File: config.mk
export PLATFORM = sky130hd
export DESIGN_NAME = xad_decoder
export DESIGN_NICKNAME = d
export VERILOG_FILES = /design/src/rtl/xad_pkg.sv /design/src/rtl/xad_decoder.sv
export VERILOG_INCLUDE_DIRS = /design/src /design/src/rtl
export SDC_FILE = /design/constraint.sdc
export NUM_CORES = 1
export LEC_CHECK = 0
export BUFFER_PORTS_ARGS = -buffer_cell sky130_fd_sc_hd__buf_2
export CORE_MARGIN = 8
export CORE_UTILIZATION = 46
export DETAILED_ROUTE_END_ITERATION = 12
export GPL_ROUTABILITY_DRIVEN = 0
export PLACE_DENSITY = 0.78
export SLEW_MARGIN = 40
export SYNTH_ARGS = -nofsm -noshare
export SYNTH_HDL_FRONTEND = slang
export SYNTH_SLANG_ARGS = --single-unit
File: constraint.sdc
create_clock -name mclk -period 2.2 [get_ports mclk]
set_input_delay 0.22 -clock mclk [delete_from_list [all_inputs] [get_ports mclk]]
set_output_delay 0.22 -clock mclk [all_outputs]
set_load 0.02 [all_outputs]
File: src/rtl/xad_regs.svh
// Purpose: constants for the on-chip external-data access decoder
// Assumes: APB with 32-bit data, one aligned word per register
// Notes:   offsets are byte addresses
`ifndef XAD_REGS_SVH
`define XAD_REGS_SVH

// ******************************
// register map
// ******************************
`define XAD_SYSCTRL_OFS      12'h000
`define XAD_PAGE_OFS         12'h004
`define XAD_STATUS_OFS       12'h008
`define XAD_ADDR_W           12

// ******************************
// fields and reset values
// ******************************
`define XAD_STROBE_VIS_BIT   1
`define XAD_MAP_DIS_BIT      0
`define XAD_SYSCTRL_RST      8'h01
`define XAD_PAGE_RST         8'h00

// ******************************
// on-chip window
// ******************************
`define XAD_WIN_START        16'hF700
`define XAD_WIN_PAGE         8'hF7
`define XAD_RAM_BYTES        2048
`define XAD_CAN_BYTES        256

`endif

File: src/rtl/xad_pkg.sv
// Purpose: types for the on-chip external-data access decoder
// Assumes: constants live in xad_regs.svh
// Notes:   none
package xad_pkg;

   typedef enum logic [2:0] {
      XAD_IDLE   = 3'b001,
      XAD_ACCESS = 3'b010,
      XAD_DONE   = 3'b100
   } xad_apb_type;

   typedef struct packed {
      xad_apb_type apbState;
      logic [7:0]  sysCtrl;
      logic [7:0]  pageReg;
      logic        mapCleared;
      logic [31:0] prdata;
      logic        pready;
      logic        pslverr;
      logic        selOnchip;
      logic        strobeEn;
      logic        port0Bus;
      logic        port2Bus;
      logic [15:0] effAddr;
      logic        selCan;
   } xad_state_type;

endpackage : xad_pkg

File: src/rtl/xad_decoder.sv
// Purpose: steer ext-data moves to on-chip ram/can area or external bus
// Assumes: cpu access inputs synchronous to mclk; apb slave for control
// Notes:   decode outputs registered, valid one cycle after request
//
// The register offsets and the APB register port are this design's own decisions.
`include "xad_regs.svh"
`timescale 1ns/1ps

module xad_decoder #(
   parameter int RAM_BYTES = `XAD_RAM_BYTES,
   parameter int CAN_BYTES = `XAD_CAN_BYTES
) (
   input  wire logic        mclk,          // 200 MHz clock
   input  wire logic        rstn,          // async reset, active low
   input  wire logic        clkEn,         // freezes all state when low
   input  wire logic        psel,          // apb select
   input  wire logic        penable,       // apb enable
   input  wire logic        pwrite,        // apb direction
   input  wire logic [11:0] paddr,         // apb byte address
   input  wire logic [31:0] pwdata,        // apb write data
   input  wire logic [3:0]  pstrb,         // apb byte strobes
   output logic      [31:0] prdata,        // apb read data
   output logic             pready,        // apb ready
   output logic             pslverr,       // apb error
   input  wire logic        moveReq,       // cpu ext-data move request
   input  wire logic        moveIndexed,   // 1: 8-bit index, 0: 16-bit pointer
   input  wire logic [15:0] pointer16,     // 16-bit pointer value
   input  wire logic [7:0]  indexAddr,     // 8-bit index register address
   input  wire logic        externalAccessPin, // external-access pin level
   output logic             selOnchip,     // on-chip ram/can selected
   output logic             selCan,        // can area within on-chip
   output logic [15:0]      effAddr,       // effective address
   output logic             strobeEn,      // read/write strobes pulse
   output logic             port0Bus,      // port 0 acts as bus
   output logic             port2Bus       // port 2 acts as bus
);

   // ******************************
   // parameter checks
   // ******************************
   // window runs from its start to the top of the 64 KB space
   if (RAM_BYTES + CAN_BYTES != 32'h0000_FFFF - `XAD_WIN_START + 1) begin : g_bad_window
      $error("window size must match ram plus can area");
   end
   // can area start must fall on a page boundary
   if (RAM_BYTES % 256 != 0) begin : g_bad_ram
      $error("ram size must be a whole number of pages");
   end

   // first address of the can area
   localparam logic [15:0] CAN_START = 16'(`XAD_WIN_START + RAM_BYTES);

   xad_pkg::xad_state_type cur;
   xad_pkg::xad_state_type nxt;

   logic [15:0] addrMux;
   logic        inWindow;
   logic        mapDis;
   logic        visBit;
   logic        onchip;
   logic        wordSel;
   logic        known;
   logic [31:0] rdWord;

   // ******************************
   // decode and apb
   // ******************************
   always_comb begin
      nxt = cur;
      addrMux = moveIndexed ? {cur.pageReg, indexAddr} : pointer16;
      if (moveIndexed)
         inWindow = (cur.pageReg >= `XAD_WIN_PAGE);
      else
         inWindow = (pointer16 >= `XAD_WIN_START);
      mapDis = cur.sysCtrl[`XAD_MAP_DIS_BIT];
      visBit = cur.sysCtrl[`XAD_STROBE_VIS_BIT];
      // visible bit plays no part in the steering itself
      onchip = inWindow && !mapDis;
      // map bits x1 -> external, 10 -> on-chip visible, 00 -> on-chip hidden
      if (moveReq) begin
         nxt.effAddr = addrMux;
         nxt.selOnchip = onchip;
         nxt.selCan = onchip && (addrMux >= CAN_START);
         case ({onchip, visBit})
            2'b10: begin
               // on-chip, hidden: strobes stay idle
               nxt.strobeEn = 1'b0;
               if (externalAccessPin) begin
                  // pin high: both ports stay general i/o
                  nxt.port0Bus = 1'b0;
                  nxt.port2Bus = 1'b0;
               end else if (moveIndexed) begin
                  // pin low, index access: port 0 carries data only
                  nxt.port0Bus = 1'b1;
                  nxt.port2Bus = 1'b0;
               end else begin
                  // pin low, pointer access: both ports carry data
                  nxt.port0Bus = 1'b1;
                  nxt.port2Bus = 1'b1;
               end
            end
            2'b11: begin
               // on-chip, visible: looks like a bus cycle outside
               nxt.strobeEn = 1'b1;
               nxt.port0Bus = 1'b1;
               nxt.port2Bus = !moveIndexed;
            end
            default: begin
               // external: bus cycle whatever the map bits
               nxt.strobeEn = 1'b1;
               nxt.port0Bus = 1'b1;
               nxt.port2Bus = !moveIndexed;
            end
         endcase
      end else begin
         nxt.selOnchip = 1'b0;
         nxt.selCan = 1'b0;
         nxt.strobeEn = 1'b0;
         nxt.port0Bus = 1'b0;
         nxt.port2Bus = 1'b0;
      end

      wordSel = (paddr[1:0] == 2'b00);
      known = wordSel && (paddr == `XAD_SYSCTRL_OFS || paddr == `XAD_PAGE_OFS || paddr == `XAD_STATUS_OFS);
      case (paddr)
         `XAD_SYSCTRL_OFS: rdWord = {24'h00_0000, cur.sysCtrl};
         `XAD_PAGE_OFS:    rdWord = {24'h00_0000, cur.pageReg};
         `XAD_STATUS_OFS:  rdWord = {26'h000_0000, cur.mapCleared, cur.port2Bus, cur.port0Bus,
                                     cur.strobeEn, cur.selCan, cur.selOnchip};
         default:          rdWord = 32'h0000_0000;
      endcase

      case (cur.apbState)
         xad_pkg::XAD_IDLE: begin
            nxt.pready = 1'b0;
            nxt.pslverr = 1'b0;
            if (psel && !penable)
               nxt.apbState = xad_pkg::XAD_ACCESS;
         end
         xad_pkg::XAD_ACCESS: begin
            nxt.pready = 1'b1;
            nxt.pslverr = !known;
            nxt.prdata = (!pwrite && known) ? rdWord : 32'h0000_0000;
            nxt.apbState = xad_pkg::XAD_DONE;
         end
         xad_pkg::XAD_DONE: begin
            nxt.pready = 1'b0;
            nxt.pslverr = 1'b0;
            nxt.apbState = xad_pkg::XAD_IDLE;
            if (pwrite && known && pstrb[0]) begin
               if (paddr == `XAD_SYSCTRL_OFS) begin
                  nxt.sysCtrl[7:2] = pwdata[7:2];
                  nxt.sysCtrl[`XAD_STROBE_VIS_BIT] = pwdata[`XAD_STROBE_VIS_BIT];
                  if (!cur.mapCleared) begin
                     nxt.sysCtrl[`XAD_MAP_DIS_BIT] = pwdata[`XAD_MAP_DIS_BIT];
                     nxt.mapCleared = !pwdata[`XAD_MAP_DIS_BIT];
                  end
               end else if (paddr == `XAD_PAGE_OFS) begin
                  nxt.pageReg = pwdata[7:0];
               end
            end
         end
         default: nxt.apbState = xad_pkg::XAD_IDLE;
      endcase
   end

   // ******************************
   // state register
   // ******************************
   always_ff @(posedge mclk or negedge rstn) begin
      if (!rstn) begin
         cur <= '0;
         cur.apbState <= xad_pkg::XAD_IDLE;
         cur.sysCtrl <= `XAD_SYSCTRL_RST;
         cur.pageReg <= `XAD_PAGE_RST;
      end else if (clkEn) begin
         cur <= nxt;
      end
   end

   assign prdata = cur.prdata;
   assign pready = cur.pready;
   assign pslverr = cur.pslverr;
   assign selOnchip = cur.selOnchip;
   assign selCan = cur.selCan;
   assign effAddr = cur.effAddr;
   assign strobeEn = cur.strobeEn;
   assign port0Bus = cur.port0Bus;
   assign port2Bus = cur.port2Bus;

endmodule : xad_decoder

; After elaboration in Yosys (flattened, before gate mapping)
; Index checks and enable logic that the tools add are counted.
[classes]
n_lt_le_gt_ge = 3
bitwise_logic = 2
mux = 13
reduce_logical = 26
eq_ne = 7
[ops]
columns = op, n
row1 = $ge 16x16->1 const B, 2
row2 = $mux 32, 1
row3 = $pmux 8 s3, 1
row4 = $mux 16, 1
row5 = $eq 12x3->1 const B, 1
row6 = $eq 12x4->1 const B, 1
row7 = $logic_not 12->1, 1
row8 = $reduce_and 5->1, 2
row9 = $ge 8x8->1 const B, 1
row10 = $reduce_and 2->1, 4
row11 = $logic_and 1x1->1, 7
row12 = $logic_not 1->1, 6
row13 = $mux 3, 2
row14 = $pmux 3 s2, 1
row15 = $mux 1, 4
row16 = $mux 4, 1
row17 = $pmux 2 s2, 1
row18 = $reduce_and 4->1, 1
row19 = $eq 3x1->1 const B, 1
row20 = $eq 3x2->1 const B, 1
row21 = $eq 3x3->1 const B, 1
row22 = $eq 2x2->1 const B, 1
row23 = $logic_not 2->1, 1
row24 = $logic_or 1x1->1, 2
row25 = other kinds (5), 6
[word_totals]
register_bits = 75
out_inout_bits = 55
elab_cells = 65
input_bits = 81

; Depth between registers and ports, before layout
; Gate-level depths: netlist (run 1).
[depth]
ltp_word = 7
mapped_depth = 5
depth_no_buf = 4

; Worst setup path after synthesis (run 1)
; No wires, ideal clock.
[synth_timing]
kind = register to register
startpoint = register cur[73] (netlist name)
endpoint = register cur[56] (netlist name)
period_less_slack_ns = 1.929
n_path_buf = 2
setup_ns = 0.125
setup_slack_ns = 0.271
stages_incl_launch_ff = 6
required_time_ns = 2.075
t_arrival_ns = 1.804
cell_sequence = dfrtp_1 > clkbuf_4 > or4b_4 > or3_1 > buf_6 > mux2_4
[synth_between]
elab_chain_len = 2
[synth_lines]
columns = element, line
row1 = from (decl), xad_decoder.sv:53  ; xad_pkg::xad_state_type cur;
row2 = from (signal assigned), xad_decoder.sv:177  ; cur <= nxt;
row3 = $eq 3x3->1, xad_decoder.sv:133  ; case (cur.apbState)
row4 = $reduce_and 5->1 (no source line), -
; Every way passes these cells.
; A chain may end at the register's enable or synchronous reset.

; Worst setup path in the final report (run 1)
[layout_timing]
startpoint = register cur[74] (netlist name)
endpoint = register cur[62] (netlist name)
; The elaborated chain is that of the path after synthesis.

==> impl_metrics.json, run 1 <==
{
  "async_reset_ff_share_pct": 100,
  "tightestPinTransition_ns": 0.697,
  "outcome": "completed",
  "nets": 416,
  "cp-start-kind": "flop",
  "clk_path_buf_depth": 2,
  "max_freq_mhz": 515,
  "rsz0062_at_grt": "false",
  "dr_wl_met2_mm": 3.49,
  "grt_pass1_vias": 2142,
  "crit_fanout": 4,
  "synth_top_family_by_area": "multiplexers",
  "routed_wl_mm": 6.64,
  "yosys.area_share.adder_pct": 0,
  "crit_family": "simple AND/OR/NAND/NOR gates",
  "synth_edf_count": 0,
  "ant_nets": 0,
  "die_w_um": 94.0,
  "wl_per_cell_um": 16.2,
  "grt_pass1_wl_mm": 10.6,
  "ys_seq_area_share_pct": 45.7,
  "slew_headroom_pct": 53.5,
  "drtIter0Drc": 67,
  "crit_slowest_cell": "or4b_4",
  "clk_pin_slew_worst_paths_ns": 0.09,
  "start_util_pct": 47.6,
  "first_pass_iters": 4,
  "route.top_layer_used": "met4",
  "io-pin-count": 136,
  "clock-sinks": 51,
  "crit_path_end_kind": "flop",
  "ir_drop_v": 0.000264,
  "yosysWarnings": 0,
  "worst_ep_arrival_time_ns": 2.13,
  "max-cap-violations": 0,
  "gr-usage-all-layers_pct": 15.1,
  "min_period_over_period_pct": 88.3,
  "grt.overflow.total": 0,
  "dpl.hpwl_mm": 5.34,
  "stdcell_count": 410,
  "ys_top_cells_by_area": "dfrtp_1, buf_4, mux2i_1",
  "core_area_um2": 5890,
  "synth-xor-area-share_pct": 0.626,
  "synthFlopType": "dfrtp_1",
  "slowest_delay_ns": 0.56,
  "synth_top_area_share_pct": 43.8,
  "dpl.cell_count": 402,
  "multi_input_area_um2": 1160,
  "dieArea_um2": 8840,
  "synthMuxAreaShare_pct": 16.2,
  "cp_cell_sequence": "nand4_1 > or4b_4 > or3_1 > buf_4 > mux2_4",
  "finalPower_w": 0.00187,
  "antenna_found_initial": 0,
  "synthToLayoutAreaGrowth_pct": 13.6,
  "die_y_um": 94.0,
  "drt-vias-per-instance": 5.03,
  "ys_ff_latch": 51,
  "crit_buf_inv": 1,
  "grt_start_max_net_pins": 33,
  "skew_ns": 0.00608,
  "worstPathRequired_ns": 2.38,
  "drc": 0,
  "synth_compound_area_share_pct": 11.8,
  "tns_ns": 0,
  "drive_gt1_share_pct": 38.5,
  "cts_tree": "done",
  "p_leak_nw": 1.69,
  "layout.area.seq_um2": 1280,
  "dr_wl_met3_um": 459,
  "wl_met1_mm": 2.60,
  "cts_buffers": 5,
  "min_period_ns": 1.94,
  "setup_violations": 0,
  "synth_area_leader_cell": "dfrtp_1",
  "num-fill-cells": 567,
  "yosys.area_share.simple_pct": 9.75,
  "syn_area_per_cell_um2": 10.6,
  "clk_latency_ns": 0.30,
  "synth.distinct_cells": 42,
  "htree_levels": 2,
  "antenna_cells": 0,
  "port-buffer-count": 84,
  "finalMaxSlewViolations": 0,
  "postSynthCellCount": 264,
  "rows": 28,
  "final_hold_viol_count": 0,
  "cts-root-buf": "clkbuf_8",
  "vias": 2062,
  "critical_path_class": "reg2reg",
  "hold_class": "in2reg",
  "power.density_nw_per_um2": 587,
  "syn_area_um2": 2800
}
synthesized netlist by cell type, types with 4 or more instances:
cell type  number
clkbuf_1        4
mux2_4          8
nand3_1         4
nand4_1         4
o21ai_0        24
mux2_2         10
buf_4          48
nand2_1        27
a22o_1          6
inv_1           9
mux2i_1        22
a32o_1          4
dfrtp_1        49
state kept, by name, summed over array words and instances, names as in the netlist:
| name | count |
|---|---|
| pslverr | 1 |
| pready | 1 |
| effAddr | 16 |
| selCan | 1 |
| prdata | 8 |
| cur | 20 |
| port0Bus | 1 |
| port2Bus | 1 |
| selOnchip | 1 |
| strobeEn | 1 |
placed cells by master, fill, tap and decap left out, types with 2 or more instances in the layout:
cell type,n
a211oi_1,2
a21oi_1,2
a22o_1,6
a31o_2,2
a32o_1,4
buf_2,84
buf_4,14
clkbuf_1,2
clkbuf_8,5
conb_1,24
dfrtp_1,49
dfstp_2,2
inv_1,9
mux2_2,10
mux2_4,8
mux2i_1,22
nand2_1,27
nand3_1,4
nand4_1,4
nor2_1,2
nor2b_1,3
nor3_1,3
nor3_2,2
nor4_1,3
o21ai_0,24
o2bb2ai_1,2
xnor2_1,2
where the power goes:
group	switching (W)	internal, W
logic	0.000222	0.000126
clock network	0.000280	0.000220
registers	0.0000300	0.000988
total	0.000533	0.00133
what timing repair did:
item,4_1_cts,5_1_grt
endpoints found under the hold margin,30,0
hold buffers,1,0
endpoints found under the setup margin,0,0
resized for setup,0,0
buffers inserted,0,0
per-layer routing:
layer | track usage [%] | vias up
li1 | - | 998
met1 | 16.9 | 995
met2 | 26.9 | 62
met3 | 4.16 | 7
met4 | 4.62 | 0
met5 | 0 | -
final cells by class:
class                   instances  area share (%)
well taps                      75            2.95
clock buffers                   7            2.40
inverters                       9            1.06
multi-input cells             169            36.5
flip-flops and latches         51            40.2
repair buffers                 99            16.8
final timing paths:
kind | startpoint | to | slack (ns) | cells after the start
worst max-delay path | cur[74] | cur[62] | 0.26 | 5
min in group asynchronous | rstn | effAddr[12] | 0.50 | 2
worst min register to register | effAddr[15] | effAddr[15] | 0.48 | 2
worst max register to register | cur[74] | cur[62] | 0.26 | 5
max in group asynchronous | rstn | cur[64] | 1.02 | 3
worst min-delay path | pwdata[2] | cur[58] | 0.16 | 2
stage by stage:
stage	cell area [um2]	hold slack (ns)	setup WS (ns)	util, %
3_3_place_gp	3090	0.304	0.183	52.6
6_report	3180	0.160	0.258	54.0
5_1_grt	3180	0.150	0.205	54.0
4_1_cts	3180	0.149	0.262	54.0
3_5_place_dp	3090	0.306	0.164	52.6
2_1_floorplan	2890	-0.0756	0.271	-
worst register-to-register path, cell delays in order (launching register included):
cell and delay, ns:
dfrtp_1 0.36, nand4_1 0.09, or4b_4 0.56, or3_1 0.36, buf_4 0.18, mux2_4 0.29
cells by family (layout without fill, tap and decap cells):
kind of cell	Yosys count	count (layout)
DFF	51	51
and+or+nand+nor	54	54
other	1	24
buffers and inverters	67	115
muxes	40	40
xor gates and xnor gates	2	2
AOI/OAI and AO/OA	49	49
(Power assumes the default switching activity.)
==> run 2: changes to the inputs <==
--- a/config.mk
+++ b/config.mk
@@ -8,10 +8,11 @@
 export LEC_CHECK = 0
 export BUFFER_PORTS_ARGS = -buffer_cell sky130_fd_sc_hd__buf_2
 export CORE_MARGIN = 8
-export CORE_UTILIZATION = 46
+export CORE_UTILIZATION = 35
 export DETAILED_ROUTE_END_ITERATION = 12
 export GPL_ROUTABILITY_DRIVEN = 0
-export PLACE_DENSITY = 0.78
+export HOLD_SLACK_MARGIN = 0.12
+export PLACE_DENSITY = 0.62
 export SLEW_MARGIN = 40
 export SYNTH_ARGS = -nofsm -noshare
 export SYNTH_HDL_FRONTEND = slang
==> constraint.sdc (replaced) <==
create_clock -name mclk -period 2.5 [get_ports mclk]
set_input_delay 0.25 -clock mclk [delete_from_list [all_inputs] [get_ports mclk]]
set_output_delay 0.25 -clock mclk [all_outputs]
set_load 0.02 [all_outputs]
==> run 2 against run 1 <==
Compared with the run above:
- register-to-register slack better by 0.08 ns
- hold slack better by 0.026 ns
- die area is 26% higher
- design area is 0.12% lower
- global-route usage is 3.3 points lower
- non-clock buffer count is 7 lower
- critical path depth is 1 lower
- power is 10% lower
- fmax is 10% lower
- count of clock-buffer cells in the layout stayed put
- sequential share of layout area hardly changed
- first-iteration DRC count is 9.0% lower
==> impl_metrics.json, run 2 (same netlist as run 1, synthesis figures left out) <==
{
  "ant_nets": 0,
  "vias": 1998,
  "power.density_nw_per_um2": 528,
  "max_freq_mhz": 463,
  "die_w_um": 105,
  "cts-root-buf": "clkbuf_8",
  "gr-usage-all-layers_pct": 11.8,
  "drive_gt1_share_pct": 37.7,
  "grt_pass1_vias": 2128,
  "fin_util_pct": 41.1,
  "clk_path_buf_depth": 2,
  "rsz0062_at_grt": "false",
  "io-pin-count": 136,
  "synthToLayoutAreaGrowth_pct": 13.5,
  "dpl.cell_count": 422,
  "tns_ns": 0,
  "cp-start-kind": "flop",
  "worstPathRequired_ns": 2.69,
  "crit_path_end_kind": "flop",
  "skew_ns": 0.00506,
  "holdWs_ns": 0.186,
  "htree_levels": 2,
  "post-cts-setup-buffer-count": 0,
  "setup_violations": 0,
  "design_area_um2": 3180,
  "stdcell_count": 431,
  "crit_buf_inv": 0,
  "drtIter0Drc": 61,
  "min_period_ns": 2.16,
  "clk_latency_ns": 0.30,
  "grt_start_max_net_pins": 31,
  "top_register": "cur",
  "antenna_found_initial": 0,
  "max-cap-violations": 0,
  "crit_fanout": 8,
  "cts_buffers": 5,
  "drt-vias-per-instance": 4.64,
  "drc": 0,
  "dieArea_um2": 11100,
  "ir_drop_v": 0.000199,
  "start_util_pct": 36.2,
  "cts_tree": "done",
  "slowest_delay_ns": 0.57,
  "dpl.hpwl_mm": 5.26,
  "min_period_over_period_pct": 86.3,
  "cts_resized": 0,
  "final_common_cell": "buf_2",
  "grt.overflow.total": 0,
  "rows": 32,
  "p_leak_nw": 1.67,
  "hold_class": "in2reg",
  "core_area_um2": 7730,
  "routed_wl_mm": 6.56,
  "clock-sinks": 51,
  "num-fill-cells": 790,
  "dpl_cell_area_um2": 3080,
  "nets": 409,
  "finalMaxSlewViolations": 0,
  "worst_ep_arrival_time_ns": 2.35,
  "crit_family": "simple AND/OR/NAND/NOR gates",
  "clk_pin_slew_worst_paths_ns": 0.09,
  "outcome": "completed",
  "tightestPinTransition_ns": 0.657,
  "crit_slowest_cell": "or3_1",
  "antenna_cells": 0,
  "slew_headroom_pct": 55.1,
  "final_hold_viol_count": 0,
  "critical_path_class": "reg2reg",
  "port-buffer-count": 84,
  "wl_per_cell_um": 15.2,
  "die_y_um": 105,
  "first_pass_iters": 4,
  "largest_reg_flops": 20,
  "layout_common_cells": "buf_2, dfrtp_1, nand2_1",
  "grt_pass1_wl_mm": 10.8,
  "cp_cell_sequence": "nand4_1 > or4b_4 > or3_1 > mux2_4"
}
==> run 2: cell types whose count changed in the layout (fill, tap and decap cells not counted) <==
cell      before  now
clkinv_2       0    1
clkbuf_1       2    1
buf_4         14    7
clkbuf_8       5    6
==> run 2: worst reg2reg max path, stage by stage, from the launching register on <==
cell and delay [ns]:
dfrtp_1 0.45, nand4_1 0.11, or4b_4 0.55, or3_1 0.57, mux2_4 0.38
==> run 2: final cells by class <==
| class | instances | area, um2 | area share (%) |
|---|---|---|---|
| Clock buffer | 7 | 86.3 | 2.72 |
| Clock inverter | 1 | 5.00 | 0.158 |
| Inverter | 9 | 33.8 | 1.06 |
| Multi-Input combinational cell | 169 | 1160 | 36.6 |
| Sequential cell | 51 | 1280 | 40.3 |
| Tap cell | 102 | 128 | 4.02 |
| Timing Repair Buffer | 92 | 483 | 15.2 |
==> run 2: where the power goes <==
group | switching [W] | internal, W | leakage (nW)
clock network | 0.000260 | 0.000224 | 0.0482
logic | 0.000190 | 0.000106 | 0.939
registers | 0.0000294 | 0.000869 | 0.679
==> run 2: routing by layer <==
layer	GRT usage, %	part of all wire (%)	vias up
li1	-	-	980
met3	3.96	7.1	6
met1	13.7	42	954
met5	0	0	-
met4	2.75	0.73	0
met2	20.5	50	58
==> run 2: per-stage QoR <==
step                      setup slack, ns  total power [W]
final                               0.341          0.00168
after global routing                0.239          0.00177
after CTS                           0.335          0.00171
after detailed placement            0.234          0.00121
after global placement              0.259          0.00121
after floorplan                     0.571          0.00116
==> run 2: worst paths after layout <==
| path | startpoint | to | slack [ns] | depth (start not counted) |
|---|---|---|---|---|
| max in group asynchronous | rstn | cur[72] | 1.29 | 3 |
| min reg2reg | effAddr[13] | effAddr[13] | 0.48 | 2 |
| max | cur[74] | cur[60] | 0.34 | 4 |
| min in group asynchronous | rstn | effAddr[12] | 0.51 | 2 |
| min | pwdata[5] | cur[61] | 0.19 | 2 |
| max reg2reg | cur[74] | cur[60] | 0.34 | 4 |
==> run 2: repair_timing <==
action / in CTS / in global routing
endpoints found under the setup margin: 0 / 0
endpoints found under the hold margin: 26 / 0
hold buffers: 1 / 0
==> run 3: changes to the inputs <==
--- a/config.mk
+++ b/config.mk
@@ -7,12 +7,13 @@
 export NUM_CORES = 1
 export LEC_CHECK = 0
 export BUFFER_PORTS_ARGS = -buffer_cell sky130_fd_sc_hd__buf_2
+export CORE_ASPECT_RATIO = 0.8
 export CORE_MARGIN = 8
 export CORE_UTILIZATION = 35
 export DETAILED_ROUTE_END_ITERATION = 12
 export GPL_ROUTABILITY_DRIVEN = 0
 export HOLD_SLACK_MARGIN = 0.12
-export PLACE_DENSITY = 0.62
+export PLACE_DENSITY = 0.64
 export SLEW_MARGIN = 40
 export SYNTH_ARGS = -nofsm -noshare
 export SYNTH_HDL_FRONTEND = slang
==> constraint.sdc (replaced) <==
create_clock -name mclk -period 1.75 [get_ports mclk]
set_input_delay 0.175 -clock mclk [delete_from_list [all_inputs] [get_ports mclk]]
set_output_delay 0.175 -clock mclk [all_outputs]
set_load 0.02 [all_outputs]
==> run 3 against run 2 <==
Compared with the run above:
- the run now ends with negative setup slack left
- clock skew up 0.0028 ns
- clock power rose by 78%
- sequential cell count unchanged
- first-iteration DRC count fell by 18%
- global-route usage increased by 0.71 points
- core utilization grew 2.9 points
- combinational power rose by 59%
- worst setup slack got worse by 0.46 ns
- critical path depth increased by 2
- critical endpoint is now cur[70]
==> impl_metrics.json, run 3 (same netlist as run 1, synthesis figures left out) <==
{
  "outcome": "finished with violations",
  "violations": "negative setup slack",
  "hold_class": "in2reg",
  "start_util_pct": 35.7,
  "dpl.hpwl_mm": 5.56,
  "switching_share_pct": 27.8,
  "ir_drop_v": 0.000295,
  "dieArea_um2": 11100,
  "die_w_um": 116,
  "core_area_um2": 7840,
  "pwr-share-seq_pct": 48.9,
  "drc": 0,
  "grt_start_max_net_pins": 52,
  "crit_fanout": 8,
  "wl_per_cell_um": 15.3,
  "drt-vias-per-instance": 4.62,
  "internal_power_w": 0.00188,
  "multi_input_area_um2": 1210,
  "fin_util_pct": 44.0,
  "top_register": "cur",
  "worstPathRequired_ns": 1.95,
  "design_area_um2": 3450,
  "crit_start": "cur[74]",
  "cts-root-buf": "clkbuf_8",
  "antenna_found_initial": 0,
  "clk_pin_slew_worst_paths_ns": 0.09,
  "critical_path_class": "reg2reg",
  "final_hold_viol_count": 0,
  "rsz0062_at_grt": "true",
  "p_sw_w": 0.000726,
  "largest_reg_flops": 20,
  "setup_violations": 15,
  "grt.overflow.total": 0,
  "drtIter0Drc": 50,
  "cts_buffers": 5,
  "worst_ep_arrival_time_ns": 2.07,
  "hold_start": "pwdata[4]",
  "min_period_ns": 1.87,
  "port-buffer-count": 84,
  "nets": 430,
  "finalMaxSlewViolations": 0,
  "clk_latency_ns": 0.31,
  "crit-reg2reg-capture": "cur[70]",
  "grt_pass1_vias": 2129,
  "clk_path_buf_depth": 2,
  "power.density_nw_per_um2": 756,
  "vias": 2117,
  "num-fill-cells": 777,
  "stdcell_count": 458,
  "cp-start-kind": "flop",
  "gr-usage-all-layers_pct": 12.5,
  "grt_pass1_wl_mm": 10.9,
  "htree_levels": 2,
  "layout.area.seq_um2": 1280,
  "synthToLayoutAreaGrowth_pct": 23.3,
  "ant_nets": 0,
  "routed_wl_mm": 7.02,
  "dp_slack_ns": -0.213,
  "antenna_cells": 0,
  "dpl_cell_area_um2": 3220,
  "die_y_um": 96.0,
  "p_leak_nw": 1.80,
  "drive_gt1_share_pct": 41.1,
  "min_period_over_period_pct": 107,
  "layout_common_cells": "buf_2, dfrtp_1, nand2_1",
  "cts_tree": "done",
  "io-pin-count": 136,
  "final_common_cell": "buf_2",
  "dpl.cell_count": 444,
  "combPwrFrac_pct": 18.1,
  "rows": 29,
  "p_clk_share_pct": 33.0,
  "reg2reg_slack_ns": -0.12,
  "cp-endpoint": "cur[70]",
  "clock-sinks": 51,
  "post-cts-setup-buffer-count": 0,
  "r2r-start": "cur[74]",
  "fin_ws_ns": -0.116,
  "max-cap-violations": 0,
  "crit_path_end_kind": "flop",
  "skew_ns": 0.00783,
  "first_pass_iters": 4,
  "worstRegToRegCells": 6,
  "max_freq_mhz": 536
}
==> run 3: stage by stage <==
stage | total power, W | hold slack, ns | TNS [ns]
floorplan | 0.00166 | -0.121 | -2.46
global placement | 0.00175 | 0.189 | -1.90
detailed placement | 0.00176 | 0.192 | -3.03
CTS | 0.00263 | 0.120 | -2.05
global route | 0.00273 | 0.128 | -2.10
finish | 0.00261 | 0.128 | -1.51
==> run 3: worst min-delay path by stage <==
stage,endpoint,slack (ns),cells after the start
2_1_floorplan,cur[55],-0.12,0
3_3_place_gp,effAddr[2],0.19,2
3_5_place_dp,effAddr[3],0.19,2
4_1_cts,cur[60],0.12,2
5_1_grt,cur[56],0.13,2
6_report,cur[68],0.13,2
==> run 3: what timing repair did <==
action	CTS	global route
gates resized for setup	4	9
hold buffers	7	0
pin swaps	0	2
hold endpoints to repair	62	0
setup endpoints to repair	16	18
==> run 3: layout make-up <==
cell class                      instances  share of cell area, %
Timing Repair Buffer                  113                   19.6
Sequential cell                        51                   37.1
Tap cell                              108                   3.92
Clock buffer                            6                   2.39
Multi-Input combinational cell        169                   35.1
Clock inverter                          2                   1.02
Inverter                                9                  0.979
==> run 3: power by group through the flow <==
| stage | logic, W | registers (W) | clock network [W] |
|---|---|---|---|
| 6_report | 0.000472 | 0.00128 | 0.000862 |
| 5_1_grt | 0.000519 | 0.00128 | 0.000924 |
| 3_5_place_dp | 0.000462 | 0.00130 | 0 |
| 2_1_floorplan | 0.000351 | 0.00130 | 0 |
| 3_3_place_gp | 0.000453 | 0.00130 | 0 |
| 4_1_cts | 0.000476 | 0.00128 | 0.000877 |
==> run 3: per-layer routing <==
layer | vias to the layer above | part of all wire, % | global-route usage (%) | wire (um)
li1 | 1019 | - | - | -
met1 | 1022 | 44 | 15.5 | 3070
met3 | 11 | 6.9 | 3.64 | 486
met4 | 0 | 1.5 | 3.98 | 104
met2 | 65 | 48 | 20.7 | 3360
met5 | - | 0 | 0 | 0
==> run 3: critical path: stages, from the launching register on <==
cell and delay, ns:
dfrtp_1 0.36, nand4_1 0.11, or4b_4 0.52, buf_6 0.14, nor3_4 0.12, buf_6 0.18, mux2_2 0.34
